### config.mk
export PLATFORM = sky130hd
export DESIGN_NAME = clsc_coax_line
export DESIGN_NICKNAME = d
export VERILOG_FILES = /design/src/inc/clsc_pkg.sv /design/src/inc/clsc_stream_if.sv /design/src/hw/clsc_fifo.sv /design/src/hw/clsc_coax_line.sv
export SDC_FILE = /design/constraint.sdc
export NUM_CORES = 1
export LEC_CHECK = 0
export BUFFER_PORTS_ARGS = -buffer_cell sky130_fd_sc_hd__buf_2
export CAP_MARGIN = 20
export CORE_AREA = 2 2 91 93
export CTS_BUF_LIST = sky130_fd_sc_hd__clkbuf_4 sky130_fd_sc_hd__clkbuf_8 sky130_fd_sc_hd__clkbuf_16
export DETAILED_ROUTE_END_ITERATION = 16
export DIE_AREA = 0 0 93 95
export MAX_ROUTING_LAYER = met4
export PLACE_DENSITY = 0.56
export SYNTH_ARGS = -nofsm -noshare
export SYNTH_HDL_FRONTEND = slang
export SYNTH_SLANG_ARGS = --single-unit
### constraint.sdc
create_clock -name clk -period 1.66 [get_ports clk]
set_input_delay 0 -clock clk [delete_from_list [all_inputs] [get_ports clk]]
set_output_delay 0 -clock clk [all_outputs]
set_load 0.02 [all_outputs]
### src/inc/clsc_pkg.sv
// constants and types for the coax line symbol control block
`default_nettype none
package clsc_pkg;

   localparam int CLK_PERIOD_NS  = 5;
   localparam int SYMBOL_TIME_NS = 200;
   localparam int SYMBOL_CYCLES  = SYMBOL_TIME_NS / CLK_PERIOD_NS;
   localparam int SAMPLE_POINT   = SYMBOL_CYCLES / 2;
   localparam int PHASE_W        = $clog2(SYMBOL_CYCLES);

   localparam int FIFO_DEPTH     = 16;
   localparam int RX_WORD_W      = 2;
   // word layout: bit 1 first sample after carrier rise, bit 0 level
   localparam int RX_FIRST_BIT   = 1;
   localparam int RX_LEVEL_BIT   = 0;

   localparam logic RX_LEVEL_RST   = 1'b0;
   localparam logic RX_CARRIER_RST = 1'b0;
   localparam logic [1:0] SYNC_RST = 2'h0;

   typedef enum logic [2:0]
   {
      CLSC_TX_OFF  = 3'b001,
      CLSC_TX_HIGH = 3'b010,
      CLSC_TX_LOW  = 3'b100
   } clsc_tx_state_t;

endpackage
`default_nettype wire

### src/inc/clsc_stream_if.sv
// valid/ready stream carrier between the block and its fifo
`timescale 1ns/10ps
`default_nettype none
interface clsc_stream_if
#(
   parameter int WIDTH = 2
);
   logic             in_valid;
   logic             in_ready;
   logic [WIDTH-1:0] in_data;
   logic             out_valid;
   logic             out_ready;
   logic [WIDTH-1:0] out_data;

   modport fifo
   (
      input  in_valid,
      input  in_data,
      output in_ready,
      output out_valid,
      output out_data,
      input  out_ready
   );

   modport user
   (
      output in_valid,
      output in_data,
      input  in_ready,
      input  out_valid,
      input  out_data,
      output out_ready
   );
endinterface
`default_nettype wire

### src/hw/clsc_fifo.sv
// parameterised first-word fifo for received symbol samples
`timescale 1ns/10ps
`default_nettype none
module clsc_fifo
#(
   parameter int WIDTH = 2,
   parameter int DEPTH = 16
)
(
   input  wire logic   clk,
   input  wire logic   rst,
   clsc_stream_if.fifo st
);
   localparam int AW = $clog2(DEPTH);

   logic [WIDTH-1:0] mem [DEPTH];
   logic [AW:0]      wr_ptr_reg;
   logic [AW:0]      rd_ptr_reg;
   logic             full;
   logic             empty;
   logic             push;
   logic             pop;

   if (DEPTH < 2 || (DEPTH & (DEPTH - 1)) != 0)
   begin
      $error("clsc_fifo: DEPTH must be a power of two, at least 2");
   end
   if (WIDTH < 1)
   begin
      $error("clsc_fifo: WIDTH must be at least 1");
   end

   // extra pointer bit tells full from empty without a counter
   assign empty = (wr_ptr_reg == rd_ptr_reg);
   assign full  = (wr_ptr_reg[AW] != rd_ptr_reg[AW]) &&
                  (wr_ptr_reg[AW-1:0] == rd_ptr_reg[AW-1:0]);
   assign push  = st.in_valid && !full;
   assign pop   = st.out_ready && !empty;

   assign st.in_ready  = !full;
   assign st.out_valid = !empty;
   assign st.out_data  = mem[rd_ptr_reg[AW-1:0]];

   always_ff @(posedge clk)
   begin
      if (push)
         mem[wr_ptr_reg[AW-1:0]] <= st.in_data;
   end

   always_ff @(posedge clk or posedge rst)
   begin
      if (rst)
         wr_ptr_reg <= '0;
      else if (push)
         wr_ptr_reg <= wr_ptr_reg + 1'b1;
   end

   always_ff @(posedge clk or posedge rst)
   begin
      if (rst)
         rd_ptr_reg <= '0;
      else if (pop)
         rd_ptr_reg <= rd_ptr_reg + 1'b1;
   end
endmodule
`default_nettype wire

### src/hw/clsc_coax_line.sv
// transmit control and receive indication logic of the coax attachment
`timescale 1ns/10ps
`default_nettype none
module clsc_coax_line
#(
   parameter int FIFO_WORDS = clsc_pkg::FIFO_DEPTH
)
(
   input  wire logic                           clk,
   input  wire logic                           rst,
   input  wire logic                           tx_positive_drive,
   input  wire logic                           tx_negative_drive,
   input  wire logic                           line_drive_enable,
   output logic                                line_drive_high,
   output logic                                line_drive_low,
   output logic                                line_oe,
   output logic                                tx_request_fault,
   input  wire logic                           rx_above_pos_limit,
   input  wire logic                           rx_below_neg_limit,
   input  wire logic                           rx_above_carrier_high,
   input  wire logic                           rx_below_carrier_low,
   output logic                                rx_level_indication,
   output logic                                rx_signal_present,
   output logic                                rx_word_valid,
   output logic [clsc_pkg::RX_WORD_W-1:0]      rx_word_data,
   input  wire logic                           rx_word_ready,
   output logic                                rx_overrun
);
   import clsc_pkg::*;

   // refused at elaboration, before any logic is built
   if (FIFO_WORDS < 2 || (FIFO_WORDS & (FIFO_WORDS - 1)) != 0)
   begin
      $error("clsc_coax_line: FIFO_WORDS must be a power of two");
   end
   if (SYMBOL_CYCLES < 4)
   begin
      $error("clsc_coax_line: symbol period too short for clock");
   end

   // ------------------------------------------------------------------
   // transmit side
   // ------------------------------------------------------------------

   clsc_tx_state_t tx_state_reg;
   clsc_tx_state_t tx_state_next;
   logic           tx_fault_reg;
   logic           tx_fault_next;

   function automatic clsc_tx_state_t decode_symbol
   (
      input logic pos,
      input logic neg,
      input logic en
   );
      clsc_tx_state_t s;
      s = CLSC_TX_OFF;
      if (!en || (!pos && !neg))
         s = CLSC_TX_OFF;
      else if (pos && !neg)
         s = CLSC_TX_HIGH;
      else if (!pos && neg)
         s = CLSC_TX_LOW;
      // forbidden pair kept off to protect the driver
      else
         s = CLSC_TX_OFF;
      return s;
   endfunction

   function automatic logic is_forbidden
   (
      input logic pos,
      input logic neg,
      input logic en
   );
      return en && pos && neg;
   endfunction

   // only the three lines select the symbol
   always_comb
   begin
      tx_state_next = decode_symbol(tx_positive_drive,
                                    tx_negative_drive,
                                    line_drive_enable);
      tx_fault_next = is_forbidden(tx_positive_drive,
                                   tx_negative_drive,
                                   line_drive_enable);
   end

   // lines come from logic on this clock, so no synchroniser
   always_ff @(posedge clk or posedge rst)
   begin
      if (rst)
         tx_state_reg <= CLSC_TX_OFF;
      else
         tx_state_reg <= tx_state_next;
   end

   // flag shows a forbidden request while it stands
   always_ff @(posedge clk or posedge rst)
   begin
      if (rst)
         tx_fault_reg <= 1'b0;
      else
         tx_fault_reg <= tx_fault_next;
   end

   // one wire, driven high, low or released
   always_comb
   begin
      line_drive_high = 1'b0;
      line_drive_low  = 1'b0;
      line_oe         = 1'b0;
      unique case (tx_state_reg)
         CLSC_TX_OFF:
         begin
            line_oe = 1'b0;
         end
         CLSC_TX_HIGH:
         begin
            line_drive_high = 1'b1;
            line_oe         = 1'b1;
         end
         CLSC_TX_LOW:
         begin
            line_drive_low = 1'b1;
            line_oe        = 1'b1;
         end
         default:
         begin
            line_oe = 1'b0;
         end
      endcase
   end

   assign tx_request_fault = tx_fault_reg;

   // ------------------------------------------------------------------
   // receive side
   // ------------------------------------------------------------------

   // comparator outputs are analog-derived, so two flops each
   logic [3:0] cmp_meta_reg;
   logic [3:0] cmp_sync_reg;
   logic       level_reg;
   logic       carrier_reg;
   logic       carrier_prev_reg;
   logic       level_prev_reg;

   always_ff @(posedge clk or posedge rst)
   begin
      if (rst)
      begin
         cmp_meta_reg <= 4'h0;
         cmp_sync_reg <= 4'h0;
      end
      else
      begin
         cmp_meta_reg <= {rx_below_carrier_low, rx_above_carrier_high,
                          rx_below_neg_limit, rx_above_pos_limit};
         cmp_sync_reg <= cmp_meta_reg;
      end
   end

   // hysteresis holds the level between the limits
   always_ff @(posedge clk or posedge rst)
   begin
      if (rst)
         level_reg <= RX_LEVEL_RST;
      else if (cmp_sync_reg[0] && !cmp_sync_reg[1])
         level_reg <= 1'b1;
      else if (cmp_sync_reg[1] && !cmp_sync_reg[0])
         level_reg <= 1'b0;
   end

   // carrier hysteresis between low and high limits
   always_ff @(posedge clk or posedge rst)
   begin
      if (rst)
         carrier_reg <= RX_CARRIER_RST;
      else if (cmp_sync_reg[2] && !cmp_sync_reg[3])
         carrier_reg <= 1'b1;
      else if (cmp_sync_reg[3] && !cmp_sync_reg[2])
         carrier_reg <= 1'b0;
   end

   always_ff @(posedge clk or posedge rst)
   begin
      if (rst)
      begin
         carrier_prev_reg <= RX_CARRIER_RST;
         level_prev_reg   <= RX_LEVEL_RST;
      end
      else
      begin
         carrier_prev_reg <= carrier_reg;
         level_prev_reg   <= level_reg;
      end
   end

   // both indications go straight back to the sublayer
   assign rx_level_indication = level_reg;
   assign rx_signal_present   = carrier_reg;

   // ------------------------------------------------------------------
   // symbol sampler feeding the fifo
   // ------------------------------------------------------------------

   logic               carrier_rise;
   logic               level_edge;
   logic [PHASE_W-1:0] phase_reg;
   logic               at_sample;
   logic               first_reg;
   logic               pend_valid_reg;
   logic [RX_WORD_W-1:0] pend_data_reg;
   logic               overrun_reg;
   logic               capture;
   logic               pushed;

   clsc_stream_if #(.WIDTH(RX_WORD_W)) rx_st ();

   assign carrier_rise = carrier_reg && !carrier_prev_reg;
   assign level_edge   = level_reg != level_prev_reg;
   assign at_sample    = phase_reg == PHASE_W'(SAMPLE_POINT);

   // phase realigns on every line edge so sampling stays mid-symbol
   always_ff @(posedge clk or posedge rst)
   begin
      if (rst)
         phase_reg <= '0;
      else if (carrier_rise || level_edge)
         phase_reg <= '0;
      else if (phase_reg == PHASE_W'(SYMBOL_CYCLES - 1))
         phase_reg <= '0;
      else
         phase_reg <= phase_reg + 1'b1;
   end

   // level is only meaningful while carrier stands
   // a sample point falling on the carrier rise is stale phase, skip it
   assign capture = at_sample && carrier_reg && !carrier_rise;
   assign pushed  = pend_valid_reg && rx_st.in_ready;

   always_ff @(posedge clk or posedge rst)
   begin
      if (rst)
         first_reg <= 1'b0;
      else if (carrier_rise)
         first_reg <= 1'b1;
      else if (capture && (!pend_valid_reg || pushed))
         first_reg <= 1'b0;
   end

   // a full fifo stalls the sampler; the held word is not overwritten
   always_ff @(posedge clk or posedge rst)
   begin
      if (rst)
      begin
         pend_valid_reg <= 1'b0;
         pend_data_reg  <= '0;
      end
      else if (capture && (!pend_valid_reg || pushed))
      begin
         pend_valid_reg <= 1'b1;
         pend_data_reg[RX_FIRST_BIT] <= first_reg;
         pend_data_reg[RX_LEVEL_BIT] <= level_reg;
      end
      else if (pushed)
         pend_valid_reg <= 1'b0;
   end

   // sticky loss flag, cleared by the next frame; a loss wins the clear
   always_ff @(posedge clk or posedge rst)
   begin
      if (rst)
         overrun_reg <= 1'b0;
      else if (capture && pend_valid_reg && !pushed)
         overrun_reg <= 1'b1;
      else if (carrier_rise)
         overrun_reg <= 1'b0;
   end

   assign rx_st.in_valid  = pend_valid_reg;
   assign rx_st.in_data   = pend_data_reg;
   assign rx_st.out_ready = rx_word_ready;

   clsc_fifo
   #(
      .WIDTH (RX_WORD_W),
      .DEPTH (FIFO_WORDS)
   )
   u_rx_fifo
   (
      .clk (clk),
      .rst (rst),
      .st  (rx_st)
   );

   assign rx_word_valid = rx_st.out_valid;
   assign rx_word_data  = rx_st.out_data;
   assign rx_overrun    = overrun_reg;

endmodule
`default_nettype wire

==> metrics.csv <==
stage,metric,value,unit
timing,Hold Fails Final Rpt,0,
power_and_ir_drop,pwr dens,1070,nW/um^2
clock_tree,TritonCTS clock tree,done,
synthesis,top cell type's share of synthesized area,31.2,%
synthesis,most frequent cell after synthesis,dfrtp_1,
timing,final cycle utilization of the critical path,107,%
timing,minimum clock period,1770,ps
die,die height,95,um
route,router iterations before antenna repair,4,
power_and_ir_drop,Leak,0.00157,uW
flow_run,maxcap violations,0,
run_status,failing checks,setup timing,
die,I/O pin cnt,20,
layout,Largest register FFs,32,
timing,worst-margin pin slew,511,ps
timing,Final setup viols,12,
critical_path,Worst setup EP type,output pin,
synthesis,Synth area leaders,"edfxtp_1 (31%), dfrtp_1 (29%), mux4_2 (5.8%)",
route,"antenna viol nets, final",0,
synthesis,syn nets,236,
synthesis,ys async rst share,53.6,%
global_routing,first-pass GRT wire length,9.07,mm
synthesis,library cells used by synthesis,43,
placed_design,GPL Wtd Cong,0.798,
critical_path,"Data arrival, critical path",1770,ps
timing,RSZ-0062 raised after global routing,true,
clock_tree,Skew-Pair Late Insertion Delay,340,ps
route,via count,1874,
synthesis,Mapped Area,3080,um^2
synthesis,Synth top cells by count,"dfrtp_1 (36), edfxtp_1 (32), xnor2_1 (15)",
synthesis,Synth Flop Type,dfrtp_1,
timing,Pins Over Slew Limit,0,
route,Total Wirelength,5.56,mm
clock_tree,clock-pin slew on the worst setup and hold paths,70,ps
clock_tree,clock tree buffer depth,2,
critical_path,Required @ worst endpoint,1660,ps
route,initial detailed-routing violation count,58,
die,Placement Rows,33,
route,drt wl/cell,14.2,um
timing,fmax,565,MHz
layout,antenna cell count,0,
global_routing,GR Util All Layers,14.3,%
hold_path,HP Class,primary input to flop,
layout,nets,303,
global_routing,initial antenna violation count,0,
die,Placeable Area,7930,um^2
synthesis,post-synthesis sequential area ratio,61.2,%
die,Total Die Area,8840,um^2
power_and_ir_drop,Max IR drop VDD,0.530,mV
global_routing,vias in the first global route,1873,
timing,Slew headroom,65.9,%
critical_path,CP startpoint kind,flop,
critical_path,R2R setup slack,-50,ps
route,Vias/cell,4.79,
placed_design,dpl hpwl,3.82,mm
layout,layout cells sized above 1,41.6,%
run_status,outcome,"finished, violations left",
global_routing,GR Overflow Total,0,
clock_tree,clock tree sinks,69,
clock_tree,Max H-tree Level,3,
synthesis,synth warn,0,
placed_design,count of input and output buffers,19,
die,die width,93,um
synthesis,cell count after synthesis,214,
layout,final core utilization,50.9,%
placed_design,dpl ws,-22.3,ps
synthesis,Yosys top cell by area,edfxtp_1,
timing,Clock Skew,7.20,ps
synthesis,average size of a mapped cell,14.4,um^2
die,Starting Density,38.9,%
timing,Sum Neg Setup Slack,-412,ps
timing,WHS,28.3,ps
synthesis,Seq cells post-synth,69,
layout,synthesis-to-finish area growth,30.7,%
clock_tree,Num CTS Buffers,9,
timing,worst setup margin,-109,ps
global_routing,largest net degree at the start of global routing,38,
route,DRC violations left,0,
critical_path,Critical Setup Path Class,flop to output pin,
clock_tree,clock root cell,clkbuf_8,
critical_path,crit path max fanout,6,
synthesis,"EDFF count, synth",32,
-- worst max-delay path, stage by stage, from the launching register on --
cell	delay, ps
dfrtp_1	380
buf_8	140
mux4_2	510
mux2i_1	160
a21oi_1	80
buf_4	160
-- routing by layer --
metal / part of all wire, % / track usage [%] / up-vias
met2: 51 / 24.2 / 26
met4: 1.8 / 5.88 / 0
met5: 0 / - / -
met3: 2.4 / 3.11 / 12
met1: 45 / 16.6 / 928
li1: - / - / 908
-- logic make-up after synthesis --
family | synth area share [%]
compound gates | 4.46
xor+xnor | 5.64
fa+ha+maj | 4.87
buf+inv | 3.41
flops | 61.2
mux | 8.68
simple gates | 11.7
-- layout by cell type (no fill, tap or decap), types with 4 or more instances in the layout --
cell,n
mux4_2,8
dlygate4sd3_1,9
nand3_1,4
buf_4,34
nand2_1,10
buf_6,4
nor4b_4,4
and2_4,4
ha_1,12
nand4_1,4
buf_2,17
and3_1,5
mux2_4,4
edfxtp_1,32
clkbuf_8,10
xnor2_1,10
dfrtp_1,34
o211ai_1,5
nor2_1,9
inv_1,9
-- worst paths after layout --
kind                                                end                    start  cells after the start
max in group asynchronous       u_rx_fifo.wr_ptr_reg[0]                      rst                      4
min in group asynchronous               tx_state_reg[2]                      rst                      4
worst max-delay path                    rx_word_data[1]  u_rx_fifo.rd_ptr_reg[1]                      5
worst min-delay path                    tx_state_reg[0]        tx_positive_drive                      4
worst max register to register     u_rx_fifo.mem[11][1]  u_rx_fifo.rd_ptr_reg[0]                      7
worst min register to register          cmp_sync_reg[2]          cmp_meta_reg[2]                      0
-- per-stage QoR --
stage | total power [uW] | instance area, um^2 | instances
2_1_floorplan | 2610 | 3140 | 214
3_3_place_gp | 2820 | 3530 | 358
3_5_place_dp | 2830 | 3530 | 358
4_1_cts | 4270 | 3920 | 388
5_1_grt | 4540 | 4030 | 391
6_report | 4310 | 4030 | 391
-- power by group --
group	internal, uW	leakage (uW)	switching, uW
Clock	586	0.0000899	597
Sequential	1870	0.000693	77.4
Combinational	632	0.000787	542
Total	3090	0.00157	1220
-- repair_timing --
action	CTS	global route
gates resized for setup	17	20
pin swaps	2	11
setup buffers	5	3
gates cloned	0	0
hold endpoints to repair	43	0
hold buffers	9	0
endpoints found under the setup margin	12	29
-- cell type report --
cell class	instances	area, um^2
Fill cell	721	3900
Sequential cell	69	1890
Multi-Input combinational cell	126	1290
Timing Repair Buffer	66	510
Clock buffer	11	145
Tap cell	105	131
Inverter	9	33.8
Clock inverter	5	26.3
Power figures use the tool's default switching activity.
